## src/verilog/rlc_regs.svh

```systemverilog
`ifndef RLC_REGS_SVH
`define RLC_REGS_SVH
// Register offsets (byte addresses, one word each)
`define RLC_OFF_CTRL    8'h00
`define RLC_OFF_STATUS  8'h04
`define RLC_OFF_NODES   8'h08
`define RLC_OFF_CYCLES  8'h0c
`define RLC_OFF_OVERRUN 8'h10
`define RLC_OFF_TIMEOUT 8'h14
`define RLC_OFF_CRC     8'h18
`define RLC_OFF_FAULTY  8'h1c
`define RLC_OFF_TXDATA  8'h20
`define RLC_OFF_TIMER   8'h24
// Control field positions
`define RLC_CTRL_MODE_LSB  0
`define RLC_CTRL_START     3
`define RLC_CTRL_FILL      4
`define RLC_CTRL_POW_LSB   5
`define RLC_CTRL_NODE_LSB  8
`define RLC_CTRL_HWA_LSB   16
// Error status word bits
`define RLC_ERR_RANGE   0
`define RLC_ERR_DUP     1
`define RLC_ERR_START   2
`define RLC_ERR_TMO     3
`define RLC_ERR_CRC     4
`define RLC_ERR_OVR     5
// Permitted ranges and reset values
`define RLC_MODE_COUNT  3'h6
`define RLC_NODE_MAX    8'hc8
`define RLC_POW_MIN     2'h1
`define RLC_TIMER_RST   16'h03e8
// Timing: start-up supervision time and clock rate
`define RLC_STARTUP_US  10000
`define RLC_MCLK_MHZ    25
`endif

```

## src/verilog/rlc_pkg.sv

```systemverilog
package rlc_pkg;
  typedef enum logic [2:0] {
    RLC_ST_IDLE    = 3'b000,
    RLC_ST_CHECK   = 3'b001,
    RLC_ST_CONFIG  = 3'b010,
    RLC_ST_INITSEQ = 3'b011,
    RLC_ST_STARTUP = 3'b100,
    RLC_ST_RUN     = 3'b101,
    RLC_ST_FAULT   = 3'b110
  } rlc_state_t;

  typedef enum logic [2:0] {
    RLC_MD_SLAVE    = 3'b000,
    RLC_MD_ASYNC    = 3'b001,
    RLC_MD_TIMER    = 3'b010,
    RLC_MD_AUTO     = 3'b011,
    RLC_MD_EXTERNAL = 3'b100,
    RLC_MD_EXTCYC   = 3'b101
  } rlc_mode_t;

  typedef struct packed {
    rlc_state_t  st;
    rlc_mode_t   mode;
    logic [7:0]  hwa;
    logic [7:0]  pend_node;
    logic [1:0]  pend_pow;
    logic        fill;
    logic [7:0]  node;
    logic [1:0]  tx_power;
    logic [15:0] timer_per;
    logic [5:0]  err;
    logic [7:0]  nodes;
    logic [7:0]  faulty;
    logic [31:0] cycles;
    logic [31:0] overruns;
    logic [31:0] timeouts;
    logic [31:0] crcs;
    logic [31:0] rdata;
    logic        irq;
    logic        cyc_start;
    logic        init_seq;
    logic [19:0] wait_cnt;
  } rlc_ctl_t;
endpackage

```

## src/verilog/rlc_central.sv

```systemverilog
`timescale 1ns/1ps
`default_nettype none
`include "rlc_regs.svh"
//////////////////////////////////////////////////////////////////////////////
// Contract
// - Six operating modes chosen by mode field, each with own timing.
// - Mode 0 slave: every received sync telegram raises task interrupt.
// - Slave mode: host reads values and fills transmit buffer per interrupt.
// - Mode 1 master: telegrams sent only after last block computation.
// - Mode 2 master: own timer raises interrupt; send after computation.
// - Node address used only in slave mode, ignored in master modes.
// - Node address and power changes apply only at link restart.
// - Initialisation checks every configuration value is in range.
// - Initialisation flags a second controller on same board address.
// - After config, send ring init sequence and supervise start-up.
// - In run, monitor ring and flag communication faults.
// - In run, report node, cycle, overrun, timeout, CRC, faulty node, flag.
// - Mode 3 master: each sync restarts ring cycle and raises interrupt.
// - Mode 4: base clock starts sending; next sync raises interrupt.
// - Mode 5: base clock starts each ring cycle, blocks in base period.
module rlc_central #(
  parameter int STARTUP_CYC = `RLC_STARTUP_US * `RLC_MCLK_MHZ,
  parameter int TX_DEPTH    = 32
) (
  input  wire logic        mclk_i,
  input  wire logic        reset_i,
  input  wire logic [7:0]  addr_i,
  input  wire logic [31:0] wdata_i,
  input  wire logic        wr_i,
  input  wire logic        rd_i,
  output logic      [31:0] rdata_o,
  input  wire logic        peer_valid_i,
  input  wire logic [7:0]  peer_hwa_i,
  input  wire logic        task_start_i,
  input  wire logic        blocks_done_i,
  input  wire logic        base_tick_i,
  input  wire logic        sync_rx_i,
  input  wire logic        ring_up_i,
  input  wire logic        cycle_end_i,
  input  wire logic        overrun_i,
  input  wire logic        timeout_i,
  input  wire logic        crc_err_i,
  input  wire logic [7:0]  ring_nodes_i,
  input  wire logic [7:0]  ring_faulty_i,
  output logic             irq_task_o,
  output logic             cycle_start_o,
  output logic             init_seq_o,
  output logic      [2:0]  op_mode_select_o,
  output logic      [7:0]  node_addr_o,
  output logic      [1:0]  tx_power_o,
  output logic             gap_fill_enable_o,
  output logic             link_run_o,
  output logic             group_error_flag_o,
  output logic             tx_valid_o,
  input  wire logic        tx_ready_i,
  output logic      [31:0] tx_data_o
);
  import rlc_pkg::*;

  rlc_ctl_t s_q, s_d;
  logic     fifo_in_ready;
  logic     fifo_out_valid;
  logic     timer_tick;
  logic     run;
  logic     start_req;
  logic     push_req;
  logic     range_ok;

  //////////////////////////////////////////////////////////////////////////
  // Transmit buffer and equivalent sampling timer
  assign run       = (s_q.st == RLC_ST_RUN);
  assign push_req  = wr_i && (addr_i == `RLC_OFF_TXDATA);
  assign start_req = wr_i && (addr_i == `RLC_OFF_CTRL) &&
                     wdata_i[`RLC_CTRL_START];

  rlc_fifo #(
    .WIDTH (32),
    .DEPTH (TX_DEPTH)
  ) u_txbuf (
    .mclk_i      (mclk_i),
    .reset_i     (reset_i),
    .in_valid_i  (push_req),
    .in_ready_o  (fifo_in_ready),
    .in_data_i   (wdata_i),
    .out_valid_o (fifo_out_valid),
    .out_ready_i (tx_ready_i && run),
    .out_data_o  (tx_data_o)
  );
  // Draining only in run keeps queued words for the first live cycle
  assign tx_valid_o = fifo_out_valid && run;

  // timer runs only in timer mode
  rlc_timer #(
    .WIDTH (16)
  ) u_timer (
    .mclk_i   (mclk_i),
    .reset_i  (reset_i),
    .run_i    (run && (s_q.mode == RLC_MD_TIMER)),
    .period_i (s_q.timer_per),
    .tick_o   (timer_tick)
  );

  //////////////////////////////////////////////////////////////////////////
  // Range check of the configuration before it is applied
  // value range check
  always_comb begin
    range_ok = (s_q.mode < `RLC_MODE_COUNT) &&
               (s_q.pend_pow >= `RLC_POW_MIN) &&
               (s_q.hwa != 8'h00);
    if (s_q.mode == RLC_MD_SLAVE) begin
      range_ok = range_ok && (s_q.pend_node <= `RLC_NODE_MAX);
    end
  end

  //////////////////////////////////////////////////////////////////////////
  // Control, sequencing and monitoring
  always_comb begin
    s_d = s_q;
    s_d.irq = 1'b0;
    s_d.cyc_start = 1'b0;
    s_d.init_seq = 1'b0;
    s_d.rdata = 32'h0000_0000;
    // Register writes
    if (wr_i && (addr_i == `RLC_OFF_CTRL)) begin
      // new address and power held pending
      s_d.pend_node = wdata_i[`RLC_CTRL_NODE_LSB +: 8];
      s_d.pend_pow  = wdata_i[`RLC_CTRL_POW_LSB +: 2];
      s_d.fill      = wdata_i[`RLC_CTRL_FILL];
      // Mode and board address only change while the link is down
      if (!run) begin
        s_d.mode = rlc_mode_t'(wdata_i[`RLC_CTRL_MODE_LSB +: 3]);
        s_d.hwa  = wdata_i[`RLC_CTRL_HWA_LSB +: 8];
      end
    end else if (wr_i && (addr_i == `RLC_OFF_TIMER)) begin
      s_d.timer_per = wdata_i[15:0];
    end
    // Register reads
    if (rd_i && (addr_i == `RLC_OFF_CTRL)) begin
      s_d.rdata = {8'h00, s_q.hwa, s_q.pend_node, 1'b0, s_q.pend_pow,
                   s_q.fill, 1'b0, s_q.mode};
    end else if (rd_i && (addr_i == `RLC_OFF_STATUS)) begin
      s_d.rdata = {16'h0000, 3'h0, fifo_out_valid, !fifo_in_ready,
                   s_q.st, 2'h0, s_q.err};
    end else if (rd_i && (addr_i == `RLC_OFF_NODES)) begin
      s_d.rdata = {16'h0000, s_q.node, s_q.nodes};
    end else if (rd_i && (addr_i == `RLC_OFF_CYCLES)) begin
      s_d.rdata = s_q.cycles;
    end else if (rd_i && (addr_i == `RLC_OFF_OVERRUN)) begin
      s_d.rdata = s_q.overruns;
    end else if (rd_i && (addr_i == `RLC_OFF_TIMEOUT)) begin
      s_d.rdata = s_q.timeouts;
    end else if (rd_i && (addr_i == `RLC_OFF_CRC)) begin
      s_d.rdata = s_q.crcs;
    end else if (rd_i && (addr_i == `RLC_OFF_FAULTY)) begin
      s_d.rdata = {24'h000000, s_q.faulty};
    end else if (rd_i && (addr_i == `RLC_OFF_TIMER)) begin
      s_d.rdata = {16'h0000, s_q.timer_per};
    end
    // Sequencer
    case (s_q.st)
      RLC_ST_IDLE, RLC_ST_RUN, RLC_ST_FAULT: begin
        if (start_req) begin
          s_d.err      = '0;
          s_d.cycles   = '0;
          s_d.overruns = '0;
          s_d.timeouts = '0;
          s_d.crcs     = '0;
          s_d.nodes    = '0;
          s_d.faulty   = '0;
          s_d.st       = RLC_ST_CHECK;
        end
      end
      RLC_ST_CHECK: begin
        if (!range_ok) begin
          s_d.err[`RLC_ERR_RANGE] = 1'b1;
          s_d.st = RLC_ST_FAULT;
        end else if (peer_valid_i && (peer_hwa_i == s_q.hwa)) begin
          s_d.err[`RLC_ERR_DUP] = 1'b1;
          s_d.st = RLC_ST_FAULT;
        end else begin
          s_d.st = RLC_ST_CONFIG;
        end
      end
      RLC_ST_CONFIG: begin
        s_d.tx_power = s_q.pend_pow;
        s_d.node = (s_q.mode == RLC_MD_SLAVE) ? s_q.pend_node : 8'h00;
        s_d.st = RLC_ST_INITSEQ;
      end
      RLC_ST_INITSEQ: begin
        s_d.init_seq = 1'b1;
        s_d.wait_cnt = '0;
        s_d.st = RLC_ST_STARTUP;
      end
      RLC_ST_STARTUP: begin
        if (ring_up_i) begin
          s_d.st = RLC_ST_RUN;
        end else if (s_q.wait_cnt >= 20'(STARTUP_CYC - 1)) begin
          s_d.err[`RLC_ERR_START] = 1'b1;
          s_d.st = RLC_ST_FAULT;
        end else begin
          s_d.wait_cnt = s_q.wait_cnt + 1'b1;
        end
      end
      default: begin
        s_d.st = RLC_ST_IDLE;
      end
    endcase
    // Run-time timing and monitoring; a restart request takes priority
    if (run && !start_req) begin
      case (s_q.mode)
        RLC_MD_SLAVE: begin
          s_d.irq = sync_rx_i;
        end
        RLC_MD_ASYNC: begin
          s_d.cyc_start = blocks_done_i;
        end
        RLC_MD_TIMER: begin
          s_d.irq = timer_tick;
          s_d.cyc_start = blocks_done_i;
        end
        RLC_MD_AUTO: begin
          s_d.irq = sync_rx_i;
          s_d.cyc_start = sync_rx_i;
        end
        RLC_MD_EXTERNAL: begin
          s_d.irq = sync_rx_i;
          s_d.cyc_start = base_tick_i;
        end
        RLC_MD_EXTCYC: begin
          s_d.cyc_start = base_tick_i;
        end
        default: begin
          s_d.irq = 1'b0;
        end
      endcase
      // fault flags stay set until next initialisation
      if (timeout_i) begin
        s_d.err[`RLC_ERR_TMO] = 1'b1;
        s_d.timeouts = s_q.timeouts + 1'b1;
      end
      if (crc_err_i) begin
        s_d.err[`RLC_ERR_CRC] = 1'b1;
        s_d.crcs = s_q.crcs + 1'b1;
      end
      if (overrun_i) begin
        s_d.err[`RLC_ERR_OVR] = 1'b1;
        s_d.overruns = s_q.overruns + 1'b1;
      end
      if (cycle_end_i) begin
        s_d.cycles = s_q.cycles + 1'b1;
        s_d.nodes  = ring_nodes_i;
      end
      if (timeout_i || crc_err_i) begin
        s_d.faulty = ring_faulty_i;
      end
    end
  end

  always_ff @(posedge mclk_i) begin
    if (reset_i) begin
      s_q <= '0;
      s_q.timer_per <= `RLC_TIMER_RST;
      s_q.pend_pow <= `RLC_POW_MIN;
    end else begin
      s_q <= s_d;
    end
  end

  //////////////////////////////////////////////////////////////////////////
  // Outputs
  assign rdata_o            = s_q.rdata;
  assign irq_task_o         = s_q.irq;
  assign cycle_start_o      = s_q.cyc_start;
  assign init_seq_o         = s_q.init_seq;
  assign op_mode_select_o   = s_q.mode;
  assign node_addr_o        = s_q.node;
  assign tx_power_o         = s_q.tx_power;
  assign gap_fill_enable_o  = s_q.fill;
  assign link_run_o         = run;
  assign group_error_flag_o = |s_q.err;

  //////////////////////////////////////////////////////////////////////////
  // Checks
  chk_slave_sync_irq: assert property (
    @(posedge mclk_i) disable iff (reset_i)
    (run && s_q.mode == RLC_MD_SLAVE && sync_rx_i && !start_req)
      |=> irq_task_o)
    else $error("slave sync did not raise interrupt");
  chk_async_tx_gate: assert property (
    @(posedge mclk_i) disable iff (reset_i)
    (s_q.mode == RLC_MD_ASYNC && cycle_start_o) |-> $past(blocks_done_i))
    else $error("async cycle start without finished blocks");
  chk_timer_irq_src: assert property (
    @(posedge mclk_i) disable iff (reset_i)
    (s_q.mode == RLC_MD_TIMER && irq_task_o) |-> $past(timer_tick))
    else $error("timer mode interrupt without timer tick");
  chk_master_node_zero: assert property (
    @(posedge mclk_i) disable iff (reset_i)
    (run && s_q.mode != RLC_MD_SLAVE) |-> (node_addr_o == 8'h00))
    else $error("master mode uses node address");
  chk_pend_hold_run: assert property (
    @(posedge mclk_i) disable iff (reset_i)
    (run && $past(run)) |-> $stable(tx_power_o) && $stable(node_addr_o))
    else $error("power or address changed during run");
  chk_range_fault: assert property (
    @(posedge mclk_i) disable iff (reset_i)
    (s_q.st == RLC_ST_CHECK && !range_ok)
      |=> (s_q.st == RLC_ST_FAULT) && s_q.err[`RLC_ERR_RANGE])
    else $error("range error not flagged");
  chk_dup_addr_flag: assert property (
    @(posedge mclk_i) disable iff (reset_i)
    (s_q.st == RLC_ST_CHECK && range_ok && peer_valid_i &&
     peer_hwa_i == s_q.hwa) |=> s_q.err[`RLC_ERR_DUP])
    else $error("duplicate board address not flagged");
  chk_init_then_wait: assert property (
    @(posedge mclk_i) disable iff (reset_i)
    (s_q.st == RLC_ST_CONFIG)
      |=> (s_q.st == RLC_ST_INITSEQ) ##1
          (init_seq_o && s_q.st == RLC_ST_STARTUP))
    else $error("init sequence not followed by start-up wait");
  chk_crc_count_up: assert property (
    @(posedge mclk_i) disable iff (reset_i)
    (run && crc_err_i && !start_req)
      |=> (s_q.crcs == $past(s_q.crcs) + 32'h1) && group_error_flag_o)
    else $error("crc error not counted or flagged");
endmodule
`default_nettype wire

```

## src/verilog/rlc_fifo.sv

```systemverilog
`timescale 1ns/1ps
`default_nettype none
module rlc_fifo #(
  parameter int WIDTH = 32,
  parameter int DEPTH = 32
) (
  input  wire logic             mclk_i,
  input  wire logic             reset_i,
  input  wire logic             in_valid_i,
  output logic                  in_ready_o,
  input  wire logic [WIDTH-1:0] in_data_i,
  output logic                  out_valid_o,
  input  wire logic             out_ready_i,
  output logic      [WIDTH-1:0] out_data_o
);
  localparam int AW = $clog2(DEPTH);
  typedef struct packed {
    logic [DEPTH-1:0][WIDTH-1:0] mem;
    logic [AW-1:0]               wp;
    logic [AW-1:0]               rp;
    logic [AW:0]                 cnt;
  } rlc_fifo_st_t;

  rlc_fifo_st_t s_q, s_d;
  logic push, pop;

  // Count is one bit wider than the pointers so full stays distinct from 0
  assign in_ready_o  = (s_q.cnt != (AW+1)'(DEPTH));
  assign out_valid_o = (s_q.cnt != '0);
  assign out_data_o  = s_q.mem[s_q.rp];
  assign push        = in_valid_i && in_ready_o;
  assign pop         = out_valid_o && out_ready_i;

  always_comb begin
    s_d = s_q;
    if (push) begin
      s_d.mem[s_q.wp] = in_data_i;
      s_d.wp = (s_q.wp == AW'(DEPTH - 1)) ? '0 : s_q.wp + 1'b1;
    end
    if (pop) begin
      s_d.rp = (s_q.rp == AW'(DEPTH - 1)) ? '0 : s_q.rp + 1'b1;
    end
    if (push && !pop) begin
      s_d.cnt = s_q.cnt + 1'b1;
    end else if (pop && !push) begin
      s_d.cnt = s_q.cnt - 1'b1;
    end
  end

  always_ff @(posedge mclk_i) begin
    if (reset_i) begin
      s_q <= '0;
    end else begin
      s_q <= s_d;
    end
  end
endmodule
`default_nettype wire

```

## src/verilog/rlc_timer.sv

```systemverilog
`timescale 1ns/1ps
`default_nettype none
module rlc_timer #(
  parameter int WIDTH = 16
) (
  input  wire logic             mclk_i,
  input  wire logic             reset_i,
  input  wire logic             run_i,
  input  wire logic [WIDTH-1:0] period_i,
  output logic                  tick_o
);
  typedef struct packed {
    logic [WIDTH-1:0] cnt;
    logic             tick;
  } rlc_tmr_st_t;

  rlc_tmr_st_t s_q, s_d;

  assign tick_o = s_q.tick;

  always_comb begin
    s_d = s_q;
    s_d.tick = 1'b0;
    if (!run_i) begin
      s_d.cnt = '0;
    end else if (s_q.cnt + 1'b1 >= period_i) begin
      // Period of zero behaves like one: never stalls
      s_d.cnt = '0;
      s_d.tick = 1'b1;
    end else begin
      s_d.cnt = s_q.cnt + 1'b1;
    end
  end

  always_ff @(posedge mclk_i) begin
    if (reset_i) begin
      s_q <= '0;
    end else begin
      s_q <= s_d;
    end
  end
endmodule
`default_nettype wire
```

## config.mk

```make
export PLATFORM = sky130hd
export DESIGN_NAME = rlc_central
export DESIGN_NICKNAME = d
export VERILOG_FILES = /design/src/verilog/rlc_pkg.sv /design/src/verilog/rlc_central.sv /design/src/verilog/rlc_fifo.sv /design/src/verilog/rlc_timer.sv
export VERILOG_INCLUDE_DIRS = /design/src /design/src/verilog
export SDC_FILE = /design/constraint.sdc
export NUM_CORES = 2
export LEC_CHECK = 0
export BUFFER_PORTS_ARGS = -buffer_cell sky130_fd_sc_hd__buf_2
export CAP_MARGIN = 20
export CELL_PAD_IN_SITES_DETAIL_PLACEMENT = 1
export CELL_PAD_IN_SITES_GLOBAL_PLACEMENT = 1
export CORE_MARGIN = 10
export CORE_UTILIZATION = 43
export CTS_CLUSTER_SIZE = 12
export DETAILED_ROUTE_END_ITERATION = 8
export PLACE_DENSITY = 0.8
export SYNTH_ARGS = -nofsm -noshare
export SYNTH_HDL_FRONTEND = slang
export SYNTH_HIERARCHICAL = 1
export SYNTH_SLANG_ARGS = --single-unit
```

## constraint.sdc

```tcl
create_clock -name mclk_i -period 3.2 [get_ports mclk_i]
set_input_delay 0.32 -clock mclk_i [delete_from_list [all_inputs] [get_ports mclk_i]]
set_output_delay 0.32 -clock mclk_i [all_outputs]
set_load 0.01 [all_outputs]
```

==> impl_metrics.csv <==
group,metric,value,unit
status,status,"complete, but fails checks",
status,violations,"setup timing",
power,powerDensity,489.7,nW/µm²
clock_network,clk_path_buf_depth,3,
sta,fmax,299.4,MHz
setup_path,cp-end-kind,"primary output",
floorplanning,ios,163,
cells_and_area,syn_to_final_growth,17.57,%
sta,finalCriticalPeriod,3.340,ns
place,portBuffers,161,
global_routing,grt_first_pass_wirelength,364900,µm
sta,finalWorstSetupSlack,-0.1400,ns
clock_network,htreeDepth,4,
setup_path,required,2.88,ns
clock_network,clk_pin_slew,0.06,ns
sta,period_share,1.044,
cells_and_area,final_util,0.5086,
detailed_routing,viasPerCell,6.304,
cells_and_area,fin_cells,9194,
detailed_routing,finalWirelength,247800,µm
place,dp_cells,8835,
power,power.leakage,22.50,nW
cells_and_area,fillers,16250,
place,gp_congestion,0.9743,
sta,hold_slack,0.03706,ns
floorplanning,initial_core_util,0.4326,
cells_and_area,final_area,70970,µm²
synth,ys_seq_area_frac,0.4354,
sta,hold_viol,0,
setup_path,crit_path_max_fanout,11,
synth,syn-cell-area,60370,µm²
clock_network,numCtsBuffers,145,
power,total_power,34.75,mW
sta,setup_tns,-0.7745,ns
sta,skew,0.04982,ns
global_routing,grt_pass1_vias,59780,
sta,finalSetupViolations,14,
detailed_routing,drc,0,
place,placed_cell_area,64010,µm²
cells_and_area,fin_nets,7322,
synth,synthDistinctLibCells,110,
sta,max_slew.worst_pin.slew,1.187,ns
synth,syn_area_per_cell,8.392,µm²
floorplanning,die_area,155800,µm²
sta,rsz0062_at_grt,"yes",
clock_network,cts_root_buffer,"clkbuf_16",
cells_and_area,drive_above_1_share,0.1663,
floorplanning,core_area,139500,µm²
power,ir_worst_vdd,0.0004587,V
place,dp_slack,-0.08648,ns
synth,yosys_warnings,6,
synth,synth-async-reset-ratio,0,
global_routing,antenna_found_initial,20,
sta,slew_headroom,0.2088,
synth,synth_edf_count,0,
hold_path,hold_path_class,"in2reg",
synth,synthFlopType,"dfxtp_1",
global_routing,grt_max_degree,241,
detailed_routing,first_pass_iters,6,
global_routing,grt.total_usage,0.2978,
global_routing,grt-ovfl-total,0,
synth,synth_cells,7193,
detailed_routing,vias,57960,
run,drv_cap,0,
clock_network,cts_tree,"done",
setup_path,worstSetupPathType,"reg2out",
floorplanning,die_h,394.7,µm
cells_and_area,multi_input_area,31580,µm²
setup_path,cp.arrival,3.02,ns
sta,drv_slew,0,
clock_network,insertion_delay,0.79,ns
detailed_routing,antenna_left,0,
cells_and_area,mostFrequentLayoutCell,"nand2_1",
synth,syn_nets,7308,
place,dpl.hpwl,147000,µm
setup_path,worstSetupStartpointType,"register",
clock_network,clock_sinks,1313,
floorplanning,rows,137,
cells_and_area,register_area,26310,µm²
floorplanning,die_x,394.7,µm
cells_and_area,most-common-layout-cells,"nand2_1, dfxtp_1, a21oi_1",
synth,ys_ff_latch,1313,
detailed_routing,routedWlPerCell,26.95,µm
detailed_routing,drtIter0Drc,6479,
[logic make-up (layout without fill, tap and decap cells)]
kind of cell / after synthesis / count (layout) / share of synthesized area
AO/OA/AOI/OAI: 1761 / 1761 / 0.1812
XOR/XNOR: 62 / 62 / 0.009120
adder cells (fa/ha/maj): 36 / 36 / 0.007586
buffers and inverters: 740 / 861 / 0.06249
flip-flops: 1313 / 1313 / 0.4354
multiplexers: 358 / 358 / 0.09949
other: 0 / 4 / 0
AND/OR/NAND/NOR: 2923 / 2923 / 0.2047
[worst max-delay path, cell delays in order, from the launching register on]
cell and delay (ns):
dfxtp_4 0.39, buf_12 0.17, buf_12 0.17, buf_16 0.16, mux2i_1 0.22, o221ai_1 0.25, a21oi_1 0.34, a22oi_1 0.16
buf_4 0.19, buf_2 0.15
[area by class of cell]
class                   count  area share
well taps                1876     0.03307
clock inverters            36    0.007122
clock buffers             218     0.05897
multi-input cells        5140      0.4450
inverters                  54    0.002874
flip-flops and latches   1313      0.3706
repair buffers            553     0.08217
diodes                      4   0.0001410
[Yosys cell counts (18+ instances only)]
| library cell | number | area, µm² |
|---|---|---|
| nand2_1 | 2293 | 8607 |
| dfxtp_1 | 1313 | 26290 |
| a21oi_1 | 1233 | 6171 |
| clkbuf_1 | 391 | 1468 |
| mux4_2 | 193 | 4347 |
| mux2i_1 | 159 | 1592 |
| nor2_1 | 131 | 491.7 |
| nand3_1 | 129 | 645.6 |
| a22oi_1 | 118 | 885.9 |
| buf_6 | 94 | 1059 |
| buf_2 | 91 | 455.4 |
| o221ai_1 | 65 | 569.3 |
| buf_1 | 62 | 232.7 |
| o21ai_0 | 57 | 285.3 |
| nand4_1 | 56 | 350.3 |
| and3_1 | 51 | 319.1 |
| inv_1 | 51 | 191.4 |
| o211ai_1 | 51 | 382.9 |
| buf_4 | 46 | 345.3 |
| nor3_1 | 38 | 190.2 |
| or3_1 | 37 | 231.5 |
| ha_1 | 35 | 437.9 |
| xor2_1 | 33 | 289.0 |
| o311ai_4 | 30 | 788.3 |
| a311oi_1 | 28 | 245.2 |
| xnor2_1 | 28 | 245.2 |
| o41ai_1 | 24 | 210.2 |
| or2_2 | 21 | 131.4 |
| or4_1 | 19 | 142.6 |
| nor2b_1 | 18 | 112.6 |
| o31ai_1 | 18 | 135.1 |
[state kept, by name, indices dropped and copies added (netlist names), 2 cells and up]
| signal | flops |
|---|---|
| u_txbuf/s_q | 1040 |
| s_q | 207 |
| rdata_o | 32 |
| u_timer/s_q | 16 |
| node_addr_o | 8 |
| op_mode_select_o | 3 |
| tx_power_o | 2 |
[power breakdown]
group	internal, mW	leakage [nW]	switching [mW]
clock network	9.38	2.27	7.37
logic	0.378	9.65	1.19
registers	16.4	10.6	0.0424
[final timing paths]
kind                         start               end  slack, ns  cells after the start
setup reg to reg    u_timer/s_q[1]    u_timer/s_q[9]       0.21                     10
hold reg to reg   u_txbuf/s_q[732]  u_txbuf/s_q[732]       0.45                      2
hold / removal         wdata_i[11]  u_txbuf/s_q[827]       0.04                      3
setup / recovery    u_txbuf/s_q[6]      tx_data_o[8]      -0.14                      9
[repair_timing]
action / in CTS / in global routing
hold buffers: 25 / 0
gates resized for setup: 125 / 77
buffers inserted: 37 / 23
pin swaps: 13 / 29
endpoints found under the hold margin: 57 / 0
gates cloned: 11 / 6
setup endpoints to repair: 32 / 32
[per-layer routing]
metal | routed length [µm] | global-route usage | part of all wire | vias to the layer above
met3 | 23410 | 0.07022 | 0.094 | 748
met4 | 11640 | 0.1402 | 0.047 | 20
met2 | 115400 | 0.4910 | 0.47 | 2959
li1 | - | - | - | 24920
met5 | 129 | 0 | 0.00052 | -
met1 | 97200 | 0.3657 | 0.39 | 29310
(Power assumes the default switching activity.)
